--- src/core/umcl_pkg.sv ---
// Package: register map, field positions and types for the modem control / line status block
package umcl_pkg;

	// Register byte offsets on APB
	localparam logic [7:0] ADDR_MODEM_CONTROL = 8'h00;
	localparam logic [7:0] ADDR_LINE_STATUS = 8'h04;
	localparam logic [7:0] ADDR_ENHANCED_FEATURE = 8'h08;
	localparam logic [7:0] ADDR_FLOW_THRESHOLD = 8'h0C;
	localparam logic [7:0] ADDR_FIFO_TRIGGER = 8'h10;
	localparam logic [7:0] ADDR_MODEM_STATE = 8'h14;
	localparam logic [7:0] ADDR_PIN_CONFIG = 8'h18;

	// Modem control field positions
	localparam int MC_DTR = 0;
	localparam int MC_RTS = 1;
	localparam int MC_THR_EN = 2;
	localparam int MC_RSVD = 3;
	localparam int MC_LOOP = 4;
	localparam int MC_XON_ANY = 5;
	localparam int MC_IR = 6;
	localparam int MC_PRESC = 7;
	// Bits guarded by the enhanced write enable
	localparam logic [7:0] MC_GUARD_MASK = 8'hE4;
	localparam logic [7:0] MC_RSVD_MASK = 8'h08;

	// Enhanced feature write enable position
	localparam int EF_WEN = 4;

	// Pin config bits: DTR pin select, auto RTS enable
	localparam int PC_DTR_SEL = 0;
	localparam int PC_AUTO_RTS = 1;

	// Line status field positions
	localparam int LS_DR = 0;
	localparam int LS_OE = 1;
	localparam int LS_PE = 2;
	localparam int LS_FE = 3;
	localparam int LS_BI = 4;
	localparam int LS_THRE = 5;
	localparam int LS_TEMT = 6;
	localparam int LS_FERR = 7;

	// Modem state positions driven by loopback
	localparam int MS_CTS = 4;
	localparam int MS_DSR = 5;

	localparam logic [7:0] REG_RESET = 8'h00;
	localparam logic [31:0] WORD_ZERO = 32'h0000_0000;
	localparam int FIFO_DEPTH = 64;
	localparam int PRESC_DIV = 4;

	// Received character with its error flags
	typedef struct packed {
		logic break_flag;
		logic framing_flag;
		logic parity_flag;
		logic [7:0] data;
	} umcl_rx_char_t;

	// Transmitter status from the serializer
	typedef struct packed {
		logic hold_empty;
		logic shift_empty;
	} umcl_tx_stat_t;

endpackage

--- src/core/umcl_sync.sv ---
// Two flip-flop synchroniser for asynchronous pin levels
module umcl_sync import umcl_pkg::*; #(
	parameter int WIDTH = 1,
	parameter logic [WIDTH-1:0] INIT = '1
) (
	// Clock and reset
	input wire logic sys_clk,
	input wire logic rst_n,
	// Data
	input wire logic [WIDTH-1:0] async_in,
	output logic [WIDTH-1:0] sync_out
);

	logic [WIDTH-1:0] meta_q, meta_d;
	logic [WIDTH-1:0] sync_q, sync_d;

	always_comb begin
		meta_d = async_in;
		sync_d = meta_q;
	end

	always_ff @(posedge sys_clk) begin
		if (!rst_n) begin
			meta_q <= INIT;
			sync_q <= INIT;
		end else begin
			meta_q <= meta_d;
			sync_q <= sync_d;
		end
	end

	assign sync_out = sync_q;

endmodule

--- src/core/umcl_core.sv ---
// Modem control and line status block with APB register access
//
// Operation
// - Loopback routes TX to RX and control bits into modem state.
// - Threshold-enable bit gates access to threshold and trigger registers.
// - RTS bit drives active-low RTS; in loopback it drives CTS status.
// - Auto RTS flow control drives RTS instead of the control bit.
// - DTR bit drives DTR pin when selected; pin level writes ignored.
// - Upper three bits and threshold enable writable only with write enable.
// - Control bit enables resume-on-any-character software flow control.
// - FIFO error bit set while any errored character is in receive FIFO.
// - Transmitter empty only when holding and shift registers both empty.
// - Holding-empty bit set when holding register empty; 64 characters allowed.
// - Line low for whole frame stores zero character with break flag.
// - Framing flag reported for head character lacking valid stop bit.
// - Parity flag reported for head character whose parity failed.
// - Overrun bit set when receiver overrun occurred.
// - Data-ready set while receive FIFO holds at least one character.
// - Break, framing, parity status show head character's error flags.
// - Top control bit selects prescaler divide by one or by four.
// - Control bit selects infrared mode or normal serial mode.
// - Outside loopback, CTS status bit is complement of active-low CTS input.
module umcl_core import umcl_pkg::*; #(
	parameter int DEPTH = FIFO_DEPTH
) (
	// Clock and reset
	input wire logic sys_clk,
	input wire logic rst_n,
	// APB slave
	input wire logic psel,
	input wire logic penable,
	input wire logic pwrite,
	input wire logic [7:0] paddr,
	input wire logic [31:0] pwdata,
	output logic [31:0] prdata,
	output logic pready,
	output logic pslverr,
	// Modem pins, active low
	input wire logic cts_n,
	input wire logic dsr_n,
	output logic rts_n,
	output logic dtr_n,
	// Serial line
	input wire logic rx_pin,
	input wire logic tx_serial,
	output logic rx_serial,
	// Receiver character stream
	input wire logic rx_push,
	input wire umcl_rx_char_t rx_char,
	input wire logic rx_pop,
	input wire logic rx_overrun,
	// Transmitter and flow control status
	input wire umcl_tx_stat_t tx_stat,
	input wire logic flow_rts_assert,
	// Mode outputs
	output logic loopback_en,
	output logic xon_any_en,
	output logic infrared_en,
	output logic baud_tick,
	output logic [7:0] flow_threshold,
	output logic [7:0] fifo_trigger
);

	localparam int PW = $clog2(DEPTH);

	////////////////////////////////////////////////////////////////////////
	// Pin synchronisers
	logic [1:0] pins_s;
	logic rx_s;

	umcl_sync #(.WIDTH(2), .INIT(2'h3)) u_sync_modem (
		.sys_clk(sys_clk),
		.rst_n(rst_n),
		.async_in({dsr_n, cts_n}),
		.sync_out(pins_s)
	);

	umcl_sync #(.WIDTH(1), .INIT(1'h1)) u_sync_rx (
		.sys_clk(sys_clk),
		.rst_n(rst_n),
		.async_in(rx_pin),
		.sync_out(rx_s)
	);

	////////////////////////////////////////////////////////////////////////
	// Registers
	logic [7:0] mc_q, mc_d;
	logic [7:0] ef_q, ef_d;
	logic [7:0] ft_q, ft_d;
	logic [7:0] tr_q, tr_d;
	logic [1:0] pc_q, pc_d;
	logic ovr_q, ovr_d;
	logic [31:0] prdata_q, prdata_d;
	logic pready_q, pready_d;
	logic pslverr_q, pslverr_d;
	logic [7:0] ls_w, ms_w;
	logic acc, wr, rd, hit;

	// Error flag FIFO mirroring the receive FIFO
	logic [2:0] ef_mem [DEPTH];
	logic [PW-1:0] wp_q, wp_d, rp_q, rp_d;
	logic [PW:0] cnt_q, cnt_d;
	logic [PW:0] errcnt_q, errcnt_d;
	logic push_ok, pop_ok, push_err, pop_err;
	logic [2:0] head_err;

	assign acc = psel && penable && !pready_q;
	assign wr = acc && pwrite;
	assign rd = acc && !pwrite;
	assign push_ok = rx_push && (cnt_q != (PW+1)'(DEPTH));
	assign pop_ok = rx_pop && (cnt_q != '0);
	assign head_err = ef_mem[rp_q];
	assign push_err = push_ok && (rx_char.break_flag || rx_char.framing_flag || rx_char.parity_flag);
	assign pop_err = pop_ok && (head_err != 3'h0);

	always_comb begin
		wp_d = push_ok ? wp_q + 1'b1 : wp_q;
		rp_d = pop_ok ? rp_q + 1'b1 : rp_q;
		cnt_d = cnt_q + (PW+1)'(push_ok) - (PW+1)'(pop_ok);
		errcnt_d = errcnt_q + (PW+1)'(push_err) - (PW+1)'(pop_err);
	end

	always_ff @(posedge sys_clk) begin
		if (push_ok)
			ef_mem[wp_q] <= {rx_char.break_flag, rx_char.framing_flag, rx_char.parity_flag};
	end

	always_ff @(posedge sys_clk) begin
		if (!rst_n) begin
			wp_q <= '0;
			rp_q <= '0;
			cnt_q <= '0;
			errcnt_q <= '0;
		end else begin
			wp_q <= wp_d;
			rp_q <= rp_d;
			cnt_q <= cnt_d;
			errcnt_q <= errcnt_d;
		end
	end

	////////////////////////////////////////////////////////////////////////
	// Status views
	always_comb begin
		ls_w = REG_RESET;
		ls_w[LS_DR] = (cnt_q != '0);
		ls_w[LS_OE] = ovr_q;
		if (cnt_q != '0) begin
			ls_w[LS_BI] = head_err[2];
			ls_w[LS_FE] = head_err[1];
			ls_w[LS_PE] = head_err[0];
		end
		ls_w[LS_THRE] = tx_stat.hold_empty;
		ls_w[LS_TEMT] = tx_stat.hold_empty && tx_stat.shift_empty;
		ls_w[LS_FERR] = (errcnt_q != '0);
		ms_w = REG_RESET;
		if (mc_q[MC_LOOP]) begin
			ms_w[MS_CTS] = mc_q[MC_RTS];
			ms_w[MS_DSR] = mc_q[MC_DTR];
		end else begin
			ms_w[MS_CTS] = !pins_s[0];
			ms_w[MS_DSR] = !pins_s[1];
		end
	end

	////////////////////////////////////////////////////////////////////////
	// APB register file
	always_comb begin
		mc_d = mc_q;
		ef_d = ef_q;
		ft_d = ft_q;
		tr_d = tr_q;
		pc_d = pc_q;
		prdata_d = prdata_q;
		pready_d = acc;
		pslverr_d = 1'b0;
		hit = 1'b1;
		// Overrun sticky until line status read; a new overrun wins
		ovr_d = rx_overrun || (ovr_q && !(rd && paddr == ADDR_LINE_STATUS));
		case (paddr)
			ADDR_MODEM_CONTROL: begin
				if (wr) begin
					if (ef_q[EF_WEN])
						mc_d = pwdata[7:0];
					else
						mc_d = (mc_q & MC_GUARD_MASK) | (pwdata[7:0] & ~MC_GUARD_MASK);
					mc_d = mc_d & ~MC_RSVD_MASK;
				end
				prdata_d = {24'h000000, mc_q};
			end
			ADDR_LINE_STATUS: prdata_d = {24'h000000, ls_w};
			ADDR_ENHANCED_FEATURE: begin
				if (wr)
					ef_d = pwdata[7:0];
				prdata_d = {24'h000000, ef_q};
			end
			ADDR_FLOW_THRESHOLD: begin
				if (wr && mc_q[MC_THR_EN] && ef_q[EF_WEN])
					ft_d = pwdata[7:0];
				prdata_d = mc_q[MC_THR_EN] ? {24'h000000, ft_q} : WORD_ZERO;
			end
			ADDR_FIFO_TRIGGER: begin
				if (wr && mc_q[MC_THR_EN] && ef_q[EF_WEN])
					tr_d = pwdata[7:0];
				prdata_d = mc_q[MC_THR_EN] ? {24'h000000, tr_q} : WORD_ZERO;
			end
			ADDR_MODEM_STATE: prdata_d = {24'h000000, ms_w};
			ADDR_PIN_CONFIG: begin
				if (wr)
					pc_d = pwdata[1:0];
				prdata_d = {30'h0, pc_q};
			end
			default: begin
				hit = 1'b0;
				prdata_d = WORD_ZERO;
			end
		endcase
		if (!rd)
			prdata_d = prdata_q;
		if (acc && !hit)
			pslverr_d = 1'b1;
	end

	always_ff @(posedge sys_clk) begin
		if (!rst_n) begin
			mc_q <= REG_RESET;
			ef_q <= REG_RESET;
			ft_q <= REG_RESET;
			tr_q <= REG_RESET;
			pc_q <= 2'h0;
			ovr_q <= 1'b0;
			prdata_q <= WORD_ZERO;
			pready_q <= 1'b0;
			pslverr_q <= 1'b0;
		end else begin
			mc_q <= mc_d;
			ef_q <= ef_d;
			ft_q <= ft_d;
			tr_q <= tr_d;
			pc_q <= pc_d;
			ovr_q <= ovr_d;
			prdata_q <= prdata_d;
			pready_q <= pready_d;
			pslverr_q <= pslverr_d;
		end
	end

	////////////////////////////////////////////////////////////////////////
	// Pins, loopback and prescaler
	logic rts_n_q, rts_n_d, dtr_n_q, dtr_n_d, rxs_q, rxs_d, tick_q, tick_d;
	logic [1:0] pre_q, pre_d;

	always_comb begin
		if (mc_q[MC_LOOP])
			rts_n_d = 1'b1;
		else if (pc_q[PC_AUTO_RTS])
			rts_n_d = !flow_rts_assert;
		else
			rts_n_d = !mc_q[MC_RTS];
		// Pin level writes never reach the DTR pin
		dtr_n_d = (pc_q[PC_DTR_SEL] && !mc_q[MC_LOOP]) ? !mc_q[MC_DTR] : 1'b1;
		rxs_d = mc_q[MC_LOOP] ? tx_serial : rx_s;
		pre_d = (pre_q == 2'(PRESC_DIV - 1)) ? 2'h0 : pre_q + 2'h1;
		tick_d = mc_q[MC_PRESC] ? (pre_q == 2'(PRESC_DIV - 1)) : 1'b1;
	end

	always_ff @(posedge sys_clk) begin
		if (!rst_n) begin
			rts_n_q <= 1'b1;
			dtr_n_q <= 1'b1;
			rxs_q <= 1'b1;
			pre_q <= 2'h0;
			tick_q <= 1'b0;
		end else begin
			rts_n_q <= rts_n_d;
			dtr_n_q <= dtr_n_d;
			rxs_q <= rxs_d;
			pre_q <= pre_d;
			tick_q <= tick_d;
		end
	end

	assign prdata = prdata_q;
	assign pready = pready_q;
	assign pslverr = pslverr_q;
	assign rts_n = rts_n_q;
	assign dtr_n = dtr_n_q;
	assign rx_serial = rxs_q;
	assign baud_tick = tick_q;
	assign loopback_en = mc_q[MC_LOOP];
	assign xon_any_en = mc_q[MC_XON_ANY];
	assign infrared_en = mc_q[MC_IR];
	assign flow_threshold = ft_q;
	assign fifo_trigger = tr_q;

endmodule

--- config.mk ---
export PLATFORM = sky130hd
export DESIGN_NAME = umcl_core
export DESIGN_NICKNAME = d
export VERILOG_FILES = /design/src/core/umcl_pkg.sv /design/src/core/umcl_sync.sv /design/src/core/umcl_core.sv
export SDC_FILE = /design/constraint.sdc
export NUM_CORES = 1
export LEC_CHECK = 0
export BUFFER_PORTS_ARGS = -buffer_cell sky130_fd_sc_hd__buf_4
export CAP_MARGIN = 20
export CORE_MARGIN = 2
export CORE_UTILIZATION = 33
export DETAILED_ROUTE_END_ITERATION = 16
export GPL_TIMING_DRIVEN = 0
export PLACE_DENSITY_LB_ADDON = 0.12
export SYNTH_ARGS = -nofsm -noshare
export SYNTH_HDL_FRONTEND = slang
export SYNTH_SLANG_ARGS = --single-unit
export TNS_END_PERCENT = 50
--- constraint.sdc ---
create_clock -name sys_clk -period 4.35 [get_ports sys_clk]
set_clock_uncertainty 0.1 [all_clocks]
set_input_delay 0.87 -clock sys_clk [delete_from_list [all_inputs] [get_ports sys_clk]]
set_output_delay 0.87 -clock sys_clk [all_outputs]
set_load 0.005 [all_outputs]
After elaboration in Yosys (flattened, before gate mapping):

Memory sizes are Yosys's and may differ from the RTL's. A register that Yosys moved wholly into a read port is not among the register bits.
Cells that the tools add are included.
W data, S select, Z words.

* register bits after elaboration: 106
* ROM bits: 0
* memory bits (writable): 192
* logic and storage cells: 96
* memories: 1
* bits in latches: 0
* output and inout port bits: 57
* input port bits: 66

* muxes and demuxes: 15
* $lt $le $gt $ge: 0
* bitwise gates (word level): 2
* shift-type cells: 0
* reductions and logical operators: 41
* eq/ne operators: 8
* multiply operators: 0
* $add $sub $neg: 7
* divide/modulo/power cells: 0

Memories
* ef_mem: words 64, bits a word 3, read ports 1, clocked after Yosys merged registers in 1, write ports 1, RTL line umcl_core.sv:100 `logic [2:0] ef_mem [DEPTH];`

Operator list (count)
* $pmux W8 S7: 1
* $eq A8 B5 Y1 const B: 3
* $mux W8: 3
* $eq A8 B4 Y1 const B: 2
* $logic_and A1 B1 Y1: 15
* $add A7 B1 Y7: 2
* $reduce_bool A7 Y1: 2
* $sub A7 B1 Y7: 2
* $add A6 B1 Y6 const B: 2
* $mux W6: 2
* $reduce_and A2 Y1: 6
* $logic_not A1 Y1: 10
* $eq A8 B3 Y1 const B: 1
* $logic_not A8 Y1: 1
* $or A8 B5 Y8: 1
* $mux W1: 7
* $ne A7 B7 Y1 const B: 1
* $reduce_or A7 Y1: 1
* $reduce_or A2 Y1: 2
* $logic_or A1 B1 Y1: 3
* $mux W3: 1
* $reduce_bool A3 Y1: 1
* $add A2 B1 Y2 const B: 1
* $eq A2 B2 Y1 const B: 1
* other kinds (2): 2

Logic depth before layout (Yosys ltp):

Gate-level depths: netlist of run 1.

* depth in word-level cells: 7
* mapped depth: 19

By module:

A second synthesis of run 1 with hierarchy kept.

* cell total of the unflattened synthesis: 887
* area total of the unflattened synthesis: 11906.4 um2

By module, submodules not included
* umcl_core: cells an instance 875, instances 1, seq. area each 7407.1 um2, area an instance 11748.8 um2
* umcl_sync (u_sync_modem): cells an instance 8, instances 1, seq. area each 80.1 um2, area an instance 105.1 um2
* umcl_sync (u_sync_rx): cells an instance 4, instances 1, seq. area each 40.0 um2, area an instance 52.6 um2

Worst setup path after synthesis of run 1:

No wires, ideal clock.

* path type: register -> register
* start: reg (tool-made name)
* end: reg errcnt_q[6]
* setup slack: 0.584 ns
* period minus slack after synthesis: 3.766 ns
* cell stages (with the launch flop): 18
* arrival: 3.538 ns
* required time: 4.122 ns
* setup time: 0.128 ns
* cell sequence: dfxtp_1 -> buf_4 -> buf_2 -> mux4_2 -> a22oi_1 -> a21oi_1 -> nor4_1 -> a31oi_1 -> ha_1 -> inv_1 -> ha_1 -> fa_1 -> a21oi_1 -> o21bai_1 -> a21oi_1 -> o21bai_1 -> xnor2_1 -> nor2_1

RTL lines
* end signal: assignment: RTL line umcl_core.sv:138 `errcnt_q <= errcnt_d;`
* end: declaration: RTL line umcl_core.sv:103 `logic [PW:0] errcnt_q, errcnt_d;`

==> summary by stage, run 1 <==
Hold path
The startpoint of the lowest-slack hold path is u_sync_rx.meta_q. The class of the tightest hold or removal check is flop to flop.

Drt
The total iterations of the first detailed-routing run is 7. The average via count per standard cell is 4.90. For this run, design rule violations remaining after detail routing come to 0. Across all layers, the routed design uses approximately 7.2k vias. The detailed router finished its first iteration with between 500 and 600 violations. The routed wire length is ~30 mm. The per-cell routed wire length is 20.4 microns. The remaining antenna violation count after routing is 0.

Timing
The final worst hold slack is between 0.3 and 0.4 ns. Dividing the final minimum period by the clock period gives between 90% and 100%. Setup violations remaining at the end of the flow were counted as 0.

The achievable clock frequency is 243 MHz. The max-slew violation count was 0. Counting I/O delays and the setup requirement, the final critical path takes 4.11 ns.

The number of hold-slack violations in the final timing report came to 0. The worst pin sits at a relative slew slack of 39.7%. The slew at the pin closest to its max-slew limit is around 0.90 ns.

Synth
The number of storage elements in the synthesis netlist is 280. The synthesized netlist contains 62 unique library cells. The largest total area in the synthesized netlist belongs to edfxtp_1. By instance count, the leading cell after synthesis is edfxtp_1.

Counting flops with an async set or reset pin after synthesis yields a share of 0%. The mapped netlist covers approximately 0.012 sq mm. The total number of yosys warnings is 0.

Sequential cells were found to cover 63.9% of the synthesized design area. The number of synthesized flops with an enable pin is 192. The most used flip-flop cell after synthesis is edfxtp_1. By count the netlist is led by edfxtp_1 (192), nor2_1 (128), dfxtp_1 (88). The share of Yosys cell area claimed by the top area cell type is 48.9%.

A synthesized cell averages 13.8 sq um. After synthesis, the cell types taking the most area are edfxtp_1 (49%), dfxtp_1 (15%), mux4_2 (8.8%), nor2_1 (4.1%), mux2i_1 (3.1%). The gate count after technology mapping is 855.

Setup path
The critical path in this run is classified as flop to flop. STA classifies the critical path startpoint as a flop. The type of element capturing the critical path is a flop. For this design, the slowest cell found on the critical path is mux4_2.

The cell family with the largest share of critical-path delay is compound AO/OA/AOI/OAI gates. Of all nets on the critical path, the largest fanout is 10. The signal on the critical path passes through buf_12, buf_12, mux4_2, a22oi_1, a21oi_2, nor4_4, a31oi_1, ha_1, inv_1, ha_1, fa_1, a21oi_1, o21bai_1, a21oi_1, o21bai_1, xnor2_1, nor2_1. For the worst setup path, the data arrival time is approximately 4.4 ns. The count of buffering cells on the critical path with inverters included is 3. STA puts the critical path data required time at 4.66 ns.

The largest stage delay on the critical path is 0.51 ns.

GRT
The first global-routing pass estimated approximately 45 mm of wire. The leftover overflow at the end of global routing is 0. The number of global-route vias before repair is 7,165.

The peak-usage layer in the global routing report is met2. The global routing usage on met2 is 27.1%. The met1 capacity usage during global routing is a little under a quarter. The initial antenna violation count came to 0. The combined global-route utilization of all metal layers is 16.2%. For this run, global-route usage on met3 was measured as between 2 and 2.5%. Entering global routing, the biggest net connects 66 pins.

Floorplanning
The core region is 0.0354 sq mm. The width of the die is 193 microns. The floorplan has 69 rows. The overall die area is 0.0372 sq mm. Once the floorplan was initialized, standard cells occupied 33.3% of the core. Measured along the y axis, the die boundary spans 193 microns. During I/O placement, the number of pins put on the boundary was between 100 and 150.

Placed design
Once detailed placement completed, the half-perimeter wirelength came to 19.9 mm. The congestion estimate from routability-driven global placement came to 0.800. The instance count after placement with tap cells included is 1,404. Input and output buffers added on the ports amount to 65.

Power
The static leakage is 4.96 nW. Across the VDD grid, the largest voltage drop is 0.350 mV. The net switching component of the power is around 0.0019 W. The proportion of total power due to net switching is between 20% and 30%.

The clock network burns 37.1% of the power. The share of power burned in registers is 42.0%. The overall power after layout is 0.00714 W. The internal power contribution is 0.00522 W. Combinational logic burns 20.9% of the power. The power density relative to cell area is around 500 mW/mm^2.

CTS
The clock-pin slew on the worst setup and hold paths is about 0.060 ns. The total of hold buffers inserted after clock tree synthesis is 0. The clock latency at the later pin of the worst-skew pair is 0.57 ns. The clock root buffer is clkbuf_16. TritonCTS built the clock tree. The largest buffer count on any clock path is 3.

The total number of H-tree levels is 1. The TritonCTS buffer count is 31. The clock drives 280 sinks.

Layout
The layout net count is 1,067. The post-route non-filler standard cell count is 1,463. The area overhead of the layout relative to synthesis is 20.3%. 0 antenna diodes ended up in the layout. Fill cells in the final layout number roughly 3.4k.

Cells fill 40.0% of the core in the end. Cells with a size suffix above 1 make up approximately 23% of the layout.

Flow run
The count of maximum capacitance violations is 0.

Outcome
The flow ran to the end, and the final reports show no timing, DRC or antenna violations.
[routing by layer]
layer	share of wire, %	up-vias
li1	-	3382
met1	46	3572
met2	48	180
met3	4.6	39
met4	1.8	0
met5	0	-
[layout make-up]
type	instances	area [sq um]	area share (%)
sequential	280	7530	53.1
multi-input combinational	507	3980	28.1
clock buffer	39	851	6.00
tap	461	577	4.07
timing repair buffer	68	510	3.60
buffer	66	444	3.13
clock inverter	18	194	1.37
inverter	24	90.1	0.636
[stage by stage]
stage               setup slack (ns)  area [sq um]  setup TNS [ns]
floorplan                      0.584         11900               0
global placement              -0.664         12900           -1.78
global route                -0.00423         14200        -0.00423
CTS                          0.00897         14100               0
detailed placement            -0.632         12900           -1.63
finish                         0.241         14200               0
[registers in the layout (all words and copies together), names as in the netlist, 2 cells and up, named ones only]
name                   count
pre_q                      2
ef_q                       8
wp_q                       6
mc_q                       7
errcnt_q                   7
cnt_q                      7
u_sync_modem.meta_q        2
u_sync_modem.sync_out      2
prdata                     8
pc_q                       2
rp_q                       6
flow_threshold             8
fifo_trigger               8
ef_mem                   192
[power by group through the flow]
stage / registers [W] / clock network, W / logic, W
after floorplan: 0.00304 / 0 / 0.00101
after CTS: 0.00300 / 0.00273 / 0.00145
final: 0.00300 / 0.00265 / 0.00149
after detailed placement: 0.00305 / 0 / 0.00140
after global placement: 0.00305 / 0 / 0.00140
after global routing: 0.00301 / 0.00283 / 0.00165
[worst reg2reg max path: cells and delay by family (launching register included)]
kind / cells / cell delay, ns
multiplexers: 1 / 0.52
adder cells (fa/ha/maj): 3 / 0.89
AND/OR/NAND/NOR: 2 / 0.39
buffers and inverters: 3 / 0.42
XOR/XNOR: 1 / 0.15
flip-flops: 1 / 0.38
AO/OA/AOI/OAI: 7 / 1.09
[logic make-up (layout without fill, tap and decap cells)]
| logic type | after synthesis | after routing | synth area share (%) |
|---|---|---|---|
| flip-flops | 280 | 280 | 63.9 |
| AND/OR/NAND/NOR | 251 | 251 | 10.1 |
| AO/OA/AOI/OAI | 105 | 105 | 6.07 |
| buffers and inverters | 91 | 215 | 3.82 |
| multiplexers | 85 | 85 | 12.1 |
| adder cells (fa/ha/maj) | 23 | 23 | 2.57 |
| XOR/XNOR | 19 | 19 | 1.41 |
| other | 1 | 24 | 0.0318 |
[timing repair]
| action | 4_1_cts | 5_1_grt |
|---|---|---|
| buffers inserted | 1 | 2 |
| endpoints found under the setup margin | 6 | 1 |
| pin swaps | 1 | 2 |
| endpoints found under the hold margin | 0 | 0 |
| gates resized for setup | 20 | 26 |
[worst paths after layout]
path	slack [ns]	cells past startpoint	end
hold reg to reg	0.31	1	u_sync_rx.sync_out
setup reg to reg	0.24	17	errcnt_q[6]
setup / recovery	0.24	17	errcnt_q[6]
hold / removal	0.31	1	u_sync_rx.sync_out
[cell usage in the layout, fill, tap and decap left out, types with 5 or more instances in the layout]
| master | instances |
|---|---|
| edfxtp_1 | 192 |
| nor2_1 | 127 |
| buf_4 | 93 |
| dfxtp_1 | 88 |
| mux4_2 | 46 |
| mux2i_1 | 37 |
| a21oi_1 | 36 |
| nand2_1 | 35 |
| clkbuf_16 | 32 |
| clkbuf_1 | 28 |
| inv_1 | 24 |
| conb_1 | 24 |
| ha_1 | 21 |
| nand3_1 | 20 |
| a22oi_1 | 16 |
| nand2b_1 | 15 |
| xnor2_1 | 10 |
| xor2_1 | 9 |
| clkinv_2 | 9 |
| nor2b_1 | 7 |
| a22o_1 | 7 |
| and2_1 | 6 |
| nor3_1 | 5 |
| nand4_1 | 5 |
| and3_1 | 5 |
| o21bai_1 | 5 |
Power figures use the tool's default switching activity.
==> run 2: changes to the inputs <==
- CORE_UTILIZATION: 33 -> 35
- HOLD_SLACK_MARGIN: default -> 0.06
- MAX_ROUTING_LAYER: default -> met4
==> summary by stage, run 2 (same netlist as run 1, synthesis figures left out) <==
Outcome
The run finished with clean final reports.

Power
The largest vdd supply drop is 0.361 mV. In this run, the combinational gates consume approximately a fifth of the power. The overall power after layout is 0.00718 W. The clock network power share is 37.6%.

Registers are responsible for roughly two fifths of the overall power. Net switching is 26.5% of the power. The internal power contribution is 0.00528 W. The static leakage is between 4 and 5 nW.

The power density relative to cell area is 506 mW/mm^2. The net switching component of the power is 0.00190 W.

Drt
The average via count per standard cell is 4.93. The remaining antenna violation count after routing is 0. The total iterations of the first detailed-routing run is 5. In the final routed layout, each cell accounts on average for 20.0 microns. The detailed router finished its first iteration with 462 violations. The number of remaining DRC errors is 0.

The total vias in the final route is 7,158. Summed over all layers, the routed wires come to 29.1 mm.

Placed design
Port buffering added 65 buffers. Timing analysis after detailed placement gives a worst setup slack of -0.593 ns. The detailed-placement wirelength estimate is slightly below 20 mm. Routability-driven placement finished with a final weighted congestion of 0.785. Once placement finished, the instance area stood at about 0.013 sq mm.

Setup path
The type of origin of the critical path is a flop. STA puts the critical path data required time at 4.69 ns. The most critical setup path has its endpoint at errcnt_q[6]. The arrival time reported for the critical path endpoint is 4.37 ns.

The start-to-end type of the worst setup path is flop to flop. The type of element capturing the critical path is a flop. The worst reg2reg path depth is 16. The register-to-register path setup slack is 0.33 ns. Of all nets on the critical path, the largest fanout is 10. The worst reg2reg path endpoint is errcnt_q[6].

Timing
Setup total negative slack on the finished layout was measured at 0 ns. The max-slew violation count was 0. The final critical delay including setup and external delays is 4.02 ns. Setup violations remaining at the end of the flow were counted as 0. Measured against its own limit, the worst slew margin works out to 44.1%. The number of hold-slack violations in the final timing report is 0.

Static timing analysis puts the maximum clock frequency at ~250 MHz. In the finished design, the share of the clock period the worst path needs comes to 92.5%. The final worst-path setup slack is 0.328 ns. Setup repair after global routing left no endpoint under its margin.

For the pin with the worst max-slew slack, the measured transition is 0.836 ns.

Layout
The diode insertion count for antenna repair is 0. Compared with the post-synthesis result, the final layout area differs by 20.4%. The library cell used most frequently in the layout, excluding fill and tap cells, is edfxtp_1.

Counting flops per register, the top entry is ef_mem. The flip-flop count of the largest register after layout is 192. Summing all non-filler instances in the final layout gives an area of 0.0142 sq mm.

In the final layout, the share of cells above drive strength 1 is 22.7%. The layout net count is about 1.1k. Counting the fill cells in the layout gives 3,206. The library cells used most frequently in the layout, excluding fill and tap cells, are edfxtp_1 (192), nor2_1 (127), buf_4 (93).

Floorplanning
Pin placement for this block handled 123 I/O pins. The floorplan row count is 67. The core region is around 0.033 sq mm.

For this configuration, the core starts out at a cell density of 35.3%. The width of the die is about 190 microns. The die is 187 microns tall. The overall die area is between 0.03 and 0.04 sq mm.

CTS
The clock tree from TritonCTS is done. The total number of H-tree levels is 1. The largest buffer count on any clock path is 3. The clock latency at the later pin of the worst-skew pair is 0.58 ns. The clock-pin slew on the worst setup and hold paths is 0.06 ns.

The total number of clock tree sinks is 280. Counting the buffers created by CTS gives 31. Clock tree synthesis selected as its root buffer the cell clkbuf_16.

GRT
Entering global routing, the biggest net connects 66 pins. The combined global-route utilization of all metal layers is 17.1%. For this run the aggregate overflow at the end of global routing stands at 0. The first global-routing pass estimated 44.2 mm of wire. The initial antenna violation count was 0. The number of global-route vias before repair came to 7,240.

Hold path
The path class of the tightest hold or removal check is flop to flop. In this run the most critical hold path is launched from u_sync_modem.meta_q[0].

Flow run
Across the run, the number of max-cap violations was 0.
[run 2: changes by cell type in the layout (fill, tap and decap cells not counted), sizes merged]
cell | before | now
bufinv | 3 | 4
clkinvlp | 4 | 3
clkinv | 10 | 11
[run 2: power groups by stage]
stage	clock, W	sequential, W	combinational (W)
after detailed placement	0	0.00305	0.00138
after floorplan	0	0.00304	0.00101
after global placement	0	0.00305	0.00138
after CTS	0.00276	0.00300	0.00143
final	0.00270	0.00300	0.00148
after global routing	0.00287	0.00301	0.00165
[run 2: worst min path at each step]
stage | to | slack (ns) | cells after the start
5_1_grt | u_sync_modem.sync_out[0] | 0.32 | 1
6_report | u_sync_modem.sync_out[0] | 0.31 | 1
3_3_place_gp | u_sync_modem.sync_out[1] | 0.29 | 1
3_5_place_dp | u_sync_rx.sync_out | 0.29 | 1
2_1_floorplan | u_sync_modem.sync_out[0] | 0.29 | 1
4_1_cts | u_sync_modem.sync_out[0] | 0.31 | 1
[run 2: per-stage QoR]
stage / cells / utilization, % / hold slack, ns
2_1_floorplan: 878 / - / 0.286
3_3_place_gp: 1391 / 38.7 / 0.290
3_5_place_dp: 1391 / 38.7 / 0.293
4_1_cts: 1449 / 42.1 / 0.308
5_1_grt: 1451 / 42.5 / 0.317
6_report: 1451 / 42.5 / 0.306
[run 2: worst max-delay path, stage by stage, from the launching register on]
cell and delay, ns:
dfxtp_1 0.35, clkbuf_2 0.32, mux4_2 0.35, mux2_2 0.33, a2111oi_4 0.43, a311o_1 0.24
a31oi_1 0.11, ha_1 0.29, inv_1 0.04, ha_1 0.20, fa_1 0.43, a21oi_2 0.14
o21bai_1 0.10, a21oi_1 0.16, o21bai_1 0.09, xnor2_1 0.16, nor2_1 0.05
[run 2: what timing repair did]
| action | 4_1_cts | 5_1_grt |
|---|---|---|
| pin swaps | 0 | 3 |
| hold buffers | 0 | 0 |
| setup buffers | 0 | 3 |
| setup endpoints to repair | 6 | 3 |
| gates resized for setup | 18 | 33 |
[run 2: per-layer routing]
layer	vias to the layer above	track usage, %	share of wire (%)
met5	-	-	0
met4	0	3.76	1.9
met3	37	2.80	5.2
met2	172	27.1	48
met1	3561	23.1	45
li1	3388	-	-
[run 2: final cells by class]
type / instances / area (sq um) / share of cell area [%]
Buffer: 66 / 444 / 3.13
Tap cell: 448 / 561 / 3.95
Clock buffer: 39 / 850 / 5.99
Clock inverter: 19 / 211 / 1.49
Sequential cell: 280 / 7530 / 53.1
Multi-Input combinational cell: 507 / 3990 / 28.2
Timing Repair Buffer: 68 / 510 / 3.60
Inverter: 24 / 90.1 / 0.635
==> run 3: changes to the inputs <==
- ABC_AREA: default -> 1
==> summary by stage, run 3 <==
GRT
In the global route stage, overall resource usage came out at 20.1%. met2 is the most crowded layer. The global routing usage on met2 is 31.4%. The first global-routing pass estimated ~53 mm of wire. The fraction of met3 tracks used by global routing is under 10%. In the global route stage, met1 resource usage came out at 27.2%.

The leftover overflow at the end of global routing is 0. Entering global routing, the biggest net connects 66 pins. The number of global-route vias before repair is 8,942.

The initial antenna violation count was 0.

CTS
The total number of H-tree levels is 1. The clock latency at the later pin of the worst-skew pair is 0.57 ns. The clock tree from TritonCTS is done. The number of gates resized after CTS was 0.

The clock-pin slew on the worst setup and hold paths is about 0.060 ns. The largest buffer count on any clock path is 3. CTS saw 280 sinks.

The root buffer cell chosen for the clock tree is clkbuf_16. TritonCTS created 31 clock buffers.

Drt
The remaining antenna violation count after routing is 0. After detailed routing, the average wire length per cell comes to 18.9 microns. The final route contains 9,039 vias. After detailed routing, the number of remaining DRC violations is 0. Before antenna repair, the detailed router went through 5 iterations. For this block, the initial DRC count from the detailed router was 745. The routed wire length is 34.9 mm. After detailed routing, the number of vias per cell comes to 4.90.

Layout
From synthesis to final layout, the design area changed by 17.4%. Across the whole layout, storage elements account for 0.00753 sq mm. For this run, the post-layout net count is 1,454. The most flop-heavy register is ef_mem. Leaving out fill and tap cells, the most frequent cells in the layout are nand2_1 (307), edfxtp_1 (192), nand3_1 (184).

The layout cell share with drive strength beyond 1 is 12.9%. The flip-flop count of the largest register after layout is 192. The filler cells instantiated in the layout total 3,449. The most frequent standard cell in the layout excluding fill and tap cells is nand2_1. Summing all multi-input logic gate instances after layout gives 0.00387 sq mm.

The repair_antennas step left the layout with diodes totalling 0.

Timing
The max-slew violation count is 0. For the final routed database, the setup TNS stands at 0 ns. The slew at the pin closest to its max-slew limit is 0.960 ns.

Setup repair after global routing left no endpoint under its margin. In the finished design, the share of the clock period the worst path needs comes to 91.6%. Based on the critical path, the design can be clocked at up to 251 MHz. The final critical delay including setup and external delays is 3.98 ns.

The final worst hold slack is 0.315 ns. The number of hold-slack violations in the final timing report is 0. Measured against its own limit, the worst slew margin works out to 35.8%. The number of setup violations in the final report is 0.

Setup path
STA classifies the critical path startpoint as a flop. The data required time of the worst path is 4.70 ns. The critical path in this run is classified as flop to flop.

The maximum fanout along the worst path is 10. The worst setup path is captured at a flop. The arrival time reported for the critical path endpoint is approximately 4.3 ns.

Synth
The share of Yosys cell area claimed by the top area cell type is between 40% and 50%. The synthesized design contains 280 register bits. The largest family of logic cells by synthesized area is simple AND/OR/NAND/NOR gates. The adder-cell share of the synthesized area is 2.50%. The Yosys step of the flow raised 0 warnings. The average instance in the mapped netlist occupies 9.72 sq um. Counting distinct cell types in the post-synthesis netlist gives 38.

After synthesis the cells add up to 0.0121 sq mm. Ranked by total cell area, the synthesized netlist is headed by edfxtp_1 (48%), dfxtp_1 (15%), nand2_1 (9.5%), nand3_1 (7.6%), nor2_1 (3.7%). edfxtp_1 takes more of the synthesized area than any other cell. Counting flops with a built-in enable in the synthesized netlist gives 192. Synthesis produced roughly 1.2k cells. The library cell with the highest instance count after synthesis is nand2_1. After synthesis, the share of cell area in mux cells is 0%. The xor/xnor cell area share of the yosys netlist is 0.145%. Counting flops with an async set or reset pin after synthesis yields a share of 0%. Counting instances in the post-synthesis netlist gives the leading cell types as nand2_1 (307), edfxtp_1 (192), nand3_1 (184).

The post-synthesis compound-gate area fraction is 5.81%. For this run, the leading register cell type out of synthesis is edfxtp_1. The simple-gate portion of the synthesized area is 22.8%.

The register area share after synthesis is 62.3%.

Floorplanning
The die is about 190 microns wide. The initialized floorplan defines between 60 and 70 standard-cell rows. The overall die area is 0.0360 sq mm. The starting density of the core is 35.3%. The I/O pin total is 123. The placeable core area is about 0.034 sq mm. The floorplan step set the die height to 190 microns.

Placed design
The number of buffer cells added on primary ports is 66. The placer congestion estimate is between 0.8 and 0.9. Summed over all nets, the half-perimeter wirelength after detailed placement is 23.1 mm.

Power
Dividing total power by cell area gives a power density of between 400 and 500 mW/mm^2. VDD sags by at most 0.313 mV. The static leakage is 5.54 nW.

Flow run
The count of maximum capacitance violations is 0.

Outcome
The flow ran to the end, and the final reports show no timing, DRC or antenna violations.

Hold path
The class of the tightest hold or removal check is flop to flop.
run 3: where the power goes:
part | switching [W] | leakage (nW) | total [W] | internal (W)
Sequential | 0.0000593 | 2.44 | 0.00300 | 0.00294
Clock | 0.00103 | 0.473 | 0.00246 | 0.00143
Combinational | 0.00104 | 2.62 | 0.00155 | 0.000509
Total | 0.00212 | 5.54 | 0.00701 | 0.00488
run 3: worst max-delay path: stages (launching register included):
cell	delay [ns]
dfxtp_1	0.56
inv_1	0.27
buf_2	0.31
nand3_1	0.22
nand2_1	0.10
nand2_1	0.07
nand3_1	0.07
nand3_1	0.09
nand2_1	0.12
nor3_1	0.21
nor2_1	0.08
ha_1	0.27
inv_1	0.04
ha_1	0.20
fa_1	0.42
a21oi_1	0.15
nor2_1	0.06
nor2_1	0.08
nor2_1	0.06
nor2_1	0.11
o21bai_1	0.08
o21ai_0	0.15
a21oi_1	0.06
run 3: final timing paths:
check                             end                   start  slack, ns  depth (start not counted)
max                       errcnt_q[6]                    flop       0.37                         22
min          u_sync_modem.sync_out[1]  u_sync_modem.meta_q[1]       0.31                          1
max reg2reg               errcnt_q[6]                    flop       0.37                         22
min reg2reg  u_sync_modem.sync_out[1]  u_sync_modem.meta_q[1]       0.31                          1
run 3: repair_timing:
action                                  in CTS  in global routing
hold buffers                                 0                  0
hold endpoints to repair                     0                  0
endpoints found under the setup margin       0                  1
setup buffers                                0                  0
run 3: logic make-up (layout without fill, tap and decap cells):
| kind of cell | Yosys count | in the layout |
|---|---|---|
| flops | 280 | 280 |
| compound gates | 131 | 131 |
| fa+ha+maj | 23 | 23 |
| buf+inv | 156 | 279 |
| xor+xnor | 2 | 2 |
| simple gates | 651 | 651 |
| other cells | 1 | 24 |
run 3: metal layers:
metal  share of wire (%)  vias up
met1                  47     4293
met4                 2.8        0
met2                  45      239
li1                    -     4441
met5                   0        -
met3                 5.1       66
run 3: cell type report:
class / instances / area share [%]
Multi-Input combinational cell: 831 / 27.3
Clock inverter: 4 / 0.168
Timing Repair Buffer: 66 / 3.49
Inverter: 82 / 2.20
Clock buffer: 54 / 6.54
Buffer: 73 / 3.25
Tap cell: 455 / 4.01
Sequential cell: 280 / 53.0
run 3: metrics by stage:
stage	cells	power (W)	util (%)	worst slack [ns]	area (sq um)
final	1845	0.00701	41.4	0.366	14200
after detailed placement	1788	0.00460	38.6	0.338	13200
after CTS	1846	0.00706	41.4	0.327	14200
after global placement	1788	0.00458	38.6	0.353	13200
after floorplan	1267	0.00407	-	1.23	12200
after global routing	1845	0.00737	41.4	0.0126	14200
